===== src/ascp_pkg.sv =====
// package for the audio serial config / prescaler block
// assumes a 32-bit avalon-mm register bus with byte addresses
package ascp_pkg;
  // ----------------------------------------------------------------
  // register map
  // ----------------------------------------------------------------
  localparam logic [7:0]  ADDR_CTRL      = 8'h1c;
  localparam logic [7:0]  ADDR_PSC       = 8'h20;
  localparam logic [31:0] CTRL_RESET     = 32'h0000_0000;
  localparam logic [31:0] PSC_RESET      = 32'h0000_0002;
  localparam logic [31:0] UNMAPPED_VALUE = 32'h0000_0000;
  // ----------------------------------------------------------------
  // control and prescaler field positions
  // ----------------------------------------------------------------
  localparam int CTL_PERS_BIT  = 11;
  localparam int CTL_EN_BIT    = 10;
  localparam int CTL_ROLE_LO   = 8;
  localparam int CTL_PCM_BIT   = 7;
  localparam int CTL_STD_LO    = 4;
  localparam int CTL_IDLE_CLOCK_POLARITY_BIT  = 3;
  localparam int CTL_DLEN_LO   = 1;
  localparam int CTL_SLOT_WIDTH_SELECT_BIT = 0;
  localparam int PSC_MCKOE_BIT = 9;
  localparam int PSC_ODD_BIT   = 8;
  localparam int PSC_DIV_LO    = 0;
  localparam int DIV_W         = 8;
  localparam logic [31:0] CTRL_WR_MASK = 32'h0000_0fbf;
  localparam logic [31:0] PSC_WR_MASK  = 32'h0000_03ff;
  // bits frozen while audio is enabled: role, pcm, std, idle_clock_polarity, widths
  localparam logic [31:0] CTRL_LOCK_MASK = 32'h0000_03bf;
  // ----------------------------------------------------------------
  // encodings
  // ----------------------------------------------------------------
  localparam logic [1:0] ROLE_SLV_TX = 2'h0;
  localparam logic [1:0] ROLE_SLV_RX = 2'h1;
  localparam logic [1:0] ROLE_MST_TX = 2'h2;
  localparam logic [1:0] ROLE_MST_RX = 2'h3;
  localparam logic [1:0] DLEN_RSVD   = 2'h3;
  typedef struct packed {
    logic       personality_select;
    logic       audio_enable;
    logic [1:0] audio_role_select;
    logic       pcm_sync_length_select;
    logic [1:0] framing_standard_select;
    logic       idle_clock_polarity;
    logic [1:0] sample_width_select;
    logic       slot_width_select;
  } ascp_cfg_t;
endpackage


===== src/ascp_top.sv =====
// audio serial mode configuration and bit clock prescaler
// assumes a kernel clock on MCLK, avalon-mm master that holds requests
//
// Decided for this implementation: the Avalon-MM slave port.
`timescale 1ns/1ps
// Functional notes
// RQ1 - bit 11 of control selects SPI (0) or audio (1) and may change only while both are off.
// RQ2 - bit 10 enables audio operation and is ignored while SPI personality is chosen.
// RQ3 - bits 9:8 choose slave tx, slave rx, master tx, master rx and are frozen while enabled.
// RQ4 - bit 7 chooses short (0) or long (1) PCM sync and matters only for the PCM standard.
// RQ5 - bits 5:4 choose Philips, MSB, LSB or PCM framing and are frozen while enabled.
// RQ6 - bit 3 sets the idle level of the serial bit clock pin.
// RQ7 - bits 2:1 choose 16, 24 or 32 bit samples and the value 11 is reserved.
// RQ8 - bit 0 chooses a 16 or 32 bit slot, which software keeps no narrower than the sample.
// RQ9 - prescaler bit 9 enables the master clock pin and is frozen while enabled.
// RQ10 - the division ratio is twice the 8-bit factor plus the odd bit.
// RQ11 - software never writes a zero factor and changes the prescaler only while disabled.
// RQ12 - prescaler resets to 0x0002 and control resets to zero.
// RQ13 - master roles divide the kernel clock for the bit clock, slave roles use the pin.
module ascp_top (
  input  wire logic                MCLK,
  input  wire logic                SYS_RST,
  input  wire logic [7:0]          AVS_ADDRESS,
  input  wire logic                AVS_READ,
  input  wire logic                AVS_WRITE,
  input  wire logic [3:0]          AVS_BYTEENABLE,
  input  wire logic [31:0]         AVS_WRITEDATA,
  output logic      [31:0]         AVS_READDATA,
  output logic                     AVS_WAITREQUEST,
  input  wire logic                SPI_ENABLE,
  input  wire logic                SERIAL_BIT_CLOCK_PIN_IN,
  output logic                     SERIAL_BIT_CLOCK_PIN_OUT,
  output logic                     SERIAL_BIT_CLOCK_PIN_OE_N,
  output logic                     MASTER_CLOCK_PIN,
  output logic                     MASTER_CLOCK_PIN_OE_N,
  output logic                     AUDIO_ACTIVE,
  output logic                     BIT_CLOCK_EDGE,
  output ascp_pkg::ascp_cfg_t      AUDIO_CFG
);
  import ascp_pkg::*;

  // ----------------------------------------------------------------
  // bus slave: one wait cycle, then answer
  // ----------------------------------------------------------------
  logic [31:0] ctrl_ff, nxt_ctrl;
  logic [31:0] psc_ff, nxt_psc;
  logic [31:0] rdata_ff, nxt_rdata;
  logic        ack_ff, nxt_ack;
  logic [31:0] be_mask;
  logic [31:0] wr_val;
  logic        req;
  logic        locked;

  assign req    = (AVS_READ | AVS_WRITE) & ~ack_ff;
  assign locked = ctrl_ff[CTL_PERS_BIT] & ctrl_ff[CTL_EN_BIT];
  assign be_mask = {{8{AVS_BYTEENABLE[3]}}, {8{AVS_BYTEENABLE[2]}},
                    {8{AVS_BYTEENABLE[1]}}, {8{AVS_BYTEENABLE[0]}}};
  assign wr_val = AVS_WRITEDATA & be_mask;

  always_comb begin
    nxt_ctrl  = ctrl_ff;
    nxt_psc   = psc_ff;
    nxt_rdata = rdata_ff;
    nxt_ack   = req;
    if (req && AVS_WRITE) begin
      if (AVS_ADDRESS == ADDR_CTRL) begin
        logic [31:0] m;
        m = CTRL_WR_MASK & be_mask;
        // personality frozen while either engine runs
        if (locked || SPI_ENABLE) begin
          m[CTL_PERS_BIT] = 1'b0; // RQ1
        end
        // config frozen while audio runs
        if (locked) begin
          m = m & ~CTRL_LOCK_MASK; // RQ3 RQ4 RQ5 RQ6
        end
        nxt_ctrl = (ctrl_ff & ~m) | (wr_val & m);
        // reserved sample width keeps the old value
        if (nxt_ctrl[CTL_DLEN_LO +: 2] == DLEN_RSVD) begin
          nxt_ctrl[CTL_DLEN_LO +: 2] = ctrl_ff[CTL_DLEN_LO +: 2]; // RQ7
        end
      end else if (AVS_ADDRESS == ADDR_PSC && !locked) begin
        logic [31:0] p;
        p = PSC_WR_MASK & be_mask;
        nxt_psc = (psc_ff & ~p) | (wr_val & p); // RQ9 RQ11
        // a zero factor would stop the divider; keep the old one
        if (nxt_psc[PSC_DIV_LO +: DIV_W] == '0) begin
          nxt_psc[PSC_DIV_LO +: DIV_W] = psc_ff[PSC_DIV_LO +: DIV_W]; // RQ11
        end
      end
    end
    if (req && AVS_READ) begin
      unique case (AVS_ADDRESS)
        ADDR_CTRL: nxt_rdata = ctrl_ff;
        ADDR_PSC:  nxt_rdata = psc_ff;
        default:   nxt_rdata = UNMAPPED_VALUE;
      endcase
    end
  end

  always_ff @(posedge MCLK or posedge SYS_RST) begin
    if (SYS_RST) begin
      ctrl_ff  <= CTRL_RESET; // RQ12
      psc_ff   <= PSC_RESET;  // RQ12
      rdata_ff <= '0;
      ack_ff   <= 1'b0;
    end else begin
      ctrl_ff  <= nxt_ctrl;
      psc_ff   <= nxt_psc;
      rdata_ff <= nxt_rdata;
      ack_ff   <= nxt_ack;
    end
  end

  assign AVS_READDATA    = rdata_ff;
  assign AVS_WAITREQUEST = ~ack_ff;

  // ----------------------------------------------------------------
  // bit clock generation
  // ----------------------------------------------------------------
  logic [8:0] ratio;
  logic [8:0] cnt_ff, nxt_cnt;
  logic [8:0] high_len;
  logic       bclk_ff, nxt_bclk;
  logic       pin_d1_ff, pin_d2_ff, pin_d3_ff;
  logic       edge_ff, nxt_edge;
  logic       active;
  logic       master;

  // odd ratios give an idle-level phase one cycle shorter
  assign ratio    = {psc_ff[PSC_DIV_LO +: DIV_W], psc_ff[PSC_ODD_BIT]}; // RQ10
  assign high_len = ratio >> 1;
  assign active   = ctrl_ff[CTL_PERS_BIT] & ctrl_ff[CTL_EN_BIT]; // RQ2
  assign master   = ctrl_ff[CTL_ROLE_LO + 1];

  always_comb begin
    nxt_cnt  = '0;
    nxt_bclk = ctrl_ff[CTL_IDLE_CLOCK_POLARITY_BIT]; // RQ6
    nxt_edge = 1'b0;
    if (active && master) begin
      nxt_cnt  = (cnt_ff + 9'h001 >= ratio) ? 9'h000 : cnt_ff + 9'h001; // RQ13
      nxt_bclk = ctrl_ff[CTL_IDLE_CLOCK_POLARITY_BIT] ^ (nxt_cnt >= high_len);
      nxt_edge = (nxt_cnt == 9'h000);
    end else if (active) begin
      // slave: active edge is leaving idle level on the pin
      nxt_edge = (pin_d2_ff != ctrl_ff[CTL_IDLE_CLOCK_POLARITY_BIT]) &&
                 (pin_d3_ff == ctrl_ff[CTL_IDLE_CLOCK_POLARITY_BIT]); // RQ13
    end
  end

  always_ff @(posedge MCLK or posedge SYS_RST) begin
    if (SYS_RST) begin
      cnt_ff    <= '0;
      bclk_ff   <= 1'b0;
      edge_ff   <= 1'b0;
      pin_d1_ff <= 1'b0;
      pin_d2_ff <= 1'b0;
      pin_d3_ff <= 1'b0;
    end else begin
      cnt_ff    <= nxt_cnt;
      bclk_ff   <= nxt_bclk;
      edge_ff   <= nxt_edge;
      pin_d1_ff <= SERIAL_BIT_CLOCK_PIN_IN;
      pin_d2_ff <= pin_d1_ff;
      pin_d3_ff <= pin_d2_ff;
    end
  end

  // ----------------------------------------------------------------
  // output registers
  // ----------------------------------------------------------------
  logic mck_ff, mckoe_n_ff, ckoe_n_ff, act_ff;
  ascp_cfg_t cfg_ff;

  always_ff @(posedge MCLK or posedge SYS_RST) begin
    if (SYS_RST) begin
      mck_ff     <= 1'b0;
      mckoe_n_ff <= 1'b1;
      ckoe_n_ff  <= 1'b1;
      act_ff     <= 1'b0;
      cfg_ff     <= '0;
    end else begin
      // master clock is the kernel clock halved, registered to keep outputs from flops
      mck_ff     <= active & psc_ff[PSC_MCKOE_BIT] & master & ~mck_ff;
      mckoe_n_ff <= ~(active & master & psc_ff[PSC_MCKOE_BIT]); // RQ9
      ckoe_n_ff  <= ~(active & master); // RQ13
      act_ff     <= active;
      // reserved bit 6 has no place in the carrier, so the fields are packed around it
      cfg_ff     <= {ctrl_ff[11:7], ctrl_ff[5:0]}; // RQ8
    end
  end

  assign SERIAL_BIT_CLOCK_PIN_OUT  = bclk_ff;
  assign SERIAL_BIT_CLOCK_PIN_OE_N = ckoe_n_ff;
  assign MASTER_CLOCK_PIN          = mck_ff;
  assign MASTER_CLOCK_PIN_OE_N     = mckoe_n_ff;
  assign AUDIO_ACTIVE              = act_ff;
  assign BIT_CLOCK_EDGE            = edge_ff;
  assign AUDIO_CFG                 = cfg_ff;
endmodule // ascp_top


===== config.mk =====
export PLATFORM = sky130hd
export DESIGN_NAME = ascp_top
export DESIGN_NICKNAME = d
export VERILOG_FILES = /design/src/ascp_pkg.sv /design/src/ascp_top.sv
export SDC_FILE = /design/constraint.sdc
export NUM_CORES = 1
export LEC_CHECK = 0
export BUFFER_PORTS_ARGS = -buffer_cell sky130_fd_sc_hd__buf_2
export CORE_MARGIN = 5
export CORE_UTILIZATION = 51
export DETAILED_ROUTE_END_ITERATION = 8
export GPL_TIMING_DRIVEN = 0
export PLACE_DENSITY = 0.92
export SYNTH_ARGS = -nofsm -noshare
export SYNTH_HDL_FRONTEND = slang
export SYNTH_SLANG_ARGS = --single-unit
export TNS_END_PERCENT = 100

===== constraint.sdc =====
create_clock -name MCLK -period 4.3 [get_ports MCLK]
set_clock_uncertainty 0.05 [all_clocks]
set_input_delay 0.86 -clock MCLK [delete_from_list [all_inputs] [get_ports MCLK]]
set_output_delay 0.86 -clock MCLK [all_outputs]
set_load 0.1 [all_outputs]

# --- Yosys cells after proc, flatten, opt, wreduce, memory -nomap -nowiden ---
# Cells that the tools add are included.
classes:
  add_sub_neg: 1
  multipliers: 0
  n_div: 0
  magnitude_cmp: 2
  n_eq_ne: 5
  shift: 0
  n_mux: 10
  bitwise: 25
  reduce_logical: 13
op_table:
  columns: ["operator", "count"]
  rows:
  - ["$and A32 B32 Y32", 4]
  - ["$mux W32", 2]
  - ["$or A32 B32 Y32", 2]
  - ["$pmux W32 S2", 1]
  - ["$and A32 B10 Y32", 1]
  - ["$not A10 Y32", 1]
  - ["$not A32 Y32", 1]
  - ["$mux W9", 2]
  - ["$mux W10", 1]
  - ["$add A9 B1 Y9 const B", 1]
  - ["$ge A9 B8 Y1", 1]
  - ["$ge A9 B9 Y1", 1]
  - ["$logic_not A9 Y1", 1]
  - ["$eq A8 B5 Y1 const B", 1]
  - ["$eq A8 B6 Y1 const B", 1]
  - ["$logic_not A8 Y1", 1]
  - ["$and A1 B1 Y1", 7]
  - ["$not A1 Y1", 7]
  - ["$reduce_and A3 Y1", 2]
  - ["$logic_and A1 B1 Y1", 5]
  - ["$mux W1", 4]
  - ["$reduce_and A4 Y1", 1]
  - ["$eq A2 B2 Y1 const B", 1]
  - ["$reduce_and A2 Y1", 1]
  - ["6 further kinds", 6]
totals:
  reg_bits: 126
  latchBits: 0
  mem_bits_rw: 0
  mem_bits_ro: 0
  in_bits: 50
  out_inout_bits: 50
  mem_count: 0

# --- Longest topological paths before layout ---
depth:
  word_depth: 11
  mapped_depth: 16

# --- Least setup slack after synthesis ---
# No wires, ideal clock.
synth_timing:
  kind: "register to register"
  start: "reg cnt_ff[0]"
  end: "reg bclk_ff (netlist: SERIAL_BIT_CLOCK_PIN_OUT)"
  arrival_time_ns: 3.184
  required_time_ns: 4.119
  path_slack_ns: 0.935
  path_stages_with_launch: 16
  path_buffers: 1
  period_less_slack_ns: 3.365
  path_cell_list: "dfrtp_1 ha_1 xnor2_1 inv_1 ha_1 a21o_1 a221oi_1 o211ai_1 clkbuf_1 nand2b_1 ha_1 nor2_1 a21oi_1 o311a_1 a211oi_1 nand3_1"
synth_between:
  elab_chain_len: 6
synth_rtl:
  columns: ["item", "line", "source"]
  rows:
  - ["start: declaration", "ascp_top.sv:122", "logic [8:0] cnt_ff, nxt_cnt;"]
  - ["start signal: assignment", "ascp_top.sv:160", "cnt_ff <= nxt_cnt;"]
  - ["$add A9 B1 Y9 *", "ascp_top.sv:141", "nxt_cnt = (cnt_ff + 9'h001 >= ratio) ? 9'h000 : cnt_ff + 9'h001;"]
  - ["$ge A9 B9 Y1", "ascp_top.sv:141", null]
  - ["$mux W9 *", "ascp_top.sv:141", null]
  - ["$ge A9 B8 Y1 *", "ascp_top.sv:142", "nxt_bclk = ctrl_ff[CTL_IDLE_CLOCK_POLARITY_BIT] ^ (nxt_cnt >= high_len);"]
  - ["$xor A1 B1 Y1 *", "ascp_top.sv:142", null]
  - ["$mux W1 *", "ascp_top.sv:140", "if (active && master) begin"]
  - ["via nxt_bclk", "ascp_top.sv:124", "logic bclk_ff, nxt_bclk;"]
  - ["end signal: assignment", "ascp_top.sv:161", "bclk_ff <= nxt_bclk;"]
  - ["end: declaration", "ascp_top.sv:124", null]
# The timed path passes the listed nets; every way through them passes the cells marked *.
# A chain may end at the register's enable or synchronous reset.

# --- Worst setup path after layout ---
# Ends and elaborated chain as after synthesis.

==> summary.md <==
| Metric | Value |
|---|---|
| Leak Pwr | 1.97 nW |
| Post-synthesis adder-cell area fraction | ~7.2% |
| Int Pwr | 0.884 mW |
| Largest net degree at the start of global routing | 46 |
| Fill cells | ~430 |
| Cell count after placement | about 440 |
| Mux contribution to synthesized area | under 10% |
| Maximum buffer depth of the clock tree | 2 |
| Final min period | slightly below 4 ns |
| Worst Path Required | 4.47 ns |
| Final cell count without fillers | between 400 and 500 |
| GRT Overall Usage | between 20% and 30% |
| Initial drt markers | about 140 |
| Total die area | just under 0.008 mm2 |
| Sw frac | 37.7% |
| CTS tree | built |
| Global-route wire length before repair | 11900 um |
| Routed wire per std cell | ~15 um |
| Hpwl dp | between 5000 and 6000 um |
| Fmax | around 0.25 GHz |
| Grt total ovfl | 0 |
| Combinational share of power | roughly 23% |
| Worst skew pair latency | 0.35 ns |
| Element type at the critical path start | register |
| Worst-path fanout max | 10 |
| Synth Area in Compound Gates | 9.55% |
| Final cycle utilization of the critical path | 92.5% |
| Initial antenna violation count | 0 |
| Top post-synthesis cells by area | dfrtp_1 (48%), ha_1 (7.2%), buf_4 (4.8%) |
| CTS Buf Count | 9 |
| Rows | 28 |
| H-tree Lvls | 3 |
| Clock-pin slew on the worst setup and hold paths | roughly 0.080 ns |
| Post-synth top cells | dfrtp_1 (60), nor2_1 (39), inv_1 (23) |
| Post-Place Worst Slack | 0.307 ns |
| Vias in the first global route | 2525 |
| Max-cap violations | 0 |
| Setup tns final | 0 ns |
| Final wirelength | about 7000 um |
| P_sw | approximately 0.53 mW |
| Seq cells post-synth | 63 |
| Worst vdd ir | between 0.3 and 0.4 mV |
| Clock root buffer | clkbuf_8 |
| Die width | between 80 and 90 um |
| Fraction of registers with async set/reset | between 90% and 100% |
| Pwr Density | between 300 and 400 mW/mm2 |
| Synthesis-to-layout area growth | 20.9% |
| Gate count of the mapped netlist | between 200 and 300 |
| Ant diodes | 0 |
| Final setup fails | 0 |
| Flop pwr share | 44.4% |
| Final Hold Vio Count | 0 |
| Mapped Area | roughly 0.0031 mm2 |
| Detail Route Antenna Nets | 0 |
| Synth cell types | 44 |
| Number of flops mapped to enable cells by yosys | 0 |
| Total number of yosys warnings | 0 |
| Most area-hungry cell type in the Yosys netlist | dfrtp_1 |
| Slew Limit Fails | 0 |
| Largest family of logic cells by synthesized area | simple AND/OR/NAND/NOR gates |
| Most frequent cell after synthesis | dfrtp_1 |
| Layout cells sized above 1 | approximately a third |
| RSZ-0062 raised after global routing | false |
| Syn avg cell area | between 10 and 15 um2 |
| Die Span Y | about 88 um |
| Clk pwr share | approximately 33% |
| Drt first pass iters | 4 |
| # DRC | 0 |
| Starting density of the core | 52.7% |
| Top cell type's share of synthesized area | 48.1% |
| Type of destination of the critical path | register |
| Multi-input gate area | around 0.0013 mm2 |
| Gpl congestion | 0.867 |
| Layout Nets | between 400 and 500 |
| HP Class | reg2reg |
| PortBufs | 57 |
| Crit Path Class | reg2reg |
| Clock sink total | 63 |
| Data arrival, critical path | 4.15 ns |
| Register area | 0.00158 mm2 |
| Worst slew pin tran | between 0.6 and 0.7 ns |
| DR vias/cell | between 5 and 6 |
| Vias | approximately 2.4k |
| Core Area | 0.00592 mm2 |
| Post-synthesis sequential area ratio | about 51% |
| Outcome | completed |
| Worst setup margin | ~0.32 ns |
| XOR/XNOR Fraction of Synth Area | just under 2% |
| Simple-Gate Fraction of Synth Area | between 10% and 20% |
| Ports | 100 |
| Main flop type after synthesis | dfrtp_1 |
| Max-slew headroom | ~57% |
| Post-CTS setup repair buffer count | 0 |
==> final cells by class <==
type,count,area share (%)
Sequential cell,63,41.9
Multi-Input combinational cell,193,35.3
Timing Repair Buffer,58,8.10
Buffer,29,5.11
Clock buffer,9,3.28
Tap cell,75,2.49
Inverter,23,2.29
Clock inverter,7,1.49
==> per-stage QoR <==
step                hold slack, ns  total power [mW]  utilization (%)  area [um2]
floorplan                    0.281             0.908                -        3190
global placement             0.288             0.955             60.3        3570
detailed placement           0.297             0.962             60.6        3590
CTS                          0.305              1.42             63.7        3770
global route                 0.322              1.48             63.7        3770
finish                       0.303              1.42             63.7        3770
==> path summary, 6_finish.rpt <==
kind	startpoint	end	slack (ns)	depth (start not counted)
max reg2reg	cnt_ff[0]	SERIAL_BIT_CLOCK_PIN_OUT	0.32	16
min	pin_d1_ff	pin_d2_ff	0.30	0
min reg2reg	pin_d1_ff	pin_d2_ff	0.30	0
max	cnt_ff[0]	SERIAL_BIT_CLOCK_PIN_OUT	0.32	16
max in group asynchronous	SYS_RST	psc_ff[1]	3.12	3
min in group asynchronous	SYS_RST	BIT_CLOCK_EDGE	0.44	2
==> power groups by stage <==
stage	sequential, mW	clock, mW	combinational (mW)
global route	0.633	0.504	0.341
global placement	0.639	0	0.317
finish	0.630	0.465	0.324
floorplan	0.762	0	0.147
detailed placement	0.639	0	0.323
CTS	0.629	0.469	0.324
==> repair_timing <==
item                       in CTS  in global routing
setup endpoints to repair       0                  1
hold buffers                    0                  0
gates resized for setup         0                  2
==> logic make-up (layout without fill, tap and decap cells) <==
logic type,Yosys count,count (layout)
xor+xnor,7,7
flops,63,63
mux,19,19
fa+ha+maj,18,18
simple gates,84,84
compound gates,45,45
other cells,1,20
buf+inv,52,126
==> worst max-delay path, cell delays in order (launching register included) <==
cell and delay (ns):
dfrtp_1 0.51, ha_1 0.31, nand4_1 0.14, xor2_1 0.33, inv_1 0.10, ha_1 0.33, and4_1 0.24, nand2_1 0.09
o211ai_1 0.24, clkbuf_2 0.27, nor2_1 0.08, ha_1 0.27, o21ai_0 0.17, a21oi_1 0.09, o311a_1 0.30, a211oi_1 0.24
nand3_1 0.11
==> cells in the final DEF (no fill, tap or decap), types with 11 or more instances in the layout <==
cell     count
a21oi_1     16
buf_2       57
buf_4       20
conb_1      20
dfrtp_1     60
ha_1        18
inv_1       22
mux2_2      11
nor2_1      39
==> layer usage <==
metal | part of all wire (%) | vias to the layer above | wire length (um) | track usage [%]
li1 | - | 1145 | - | -
met1 | 39 | 1166 | 2700 | 23.2
met2 | 52 | 83 | 3660 | 34.1
met3 | 6.9 | 15 | 487 | 6.40
met4 | 2.4 | 0 | 165 | 8.38
met5 | 0 | - | 0 | 0
Note: power is estimated with default switching activity, not from simulation.
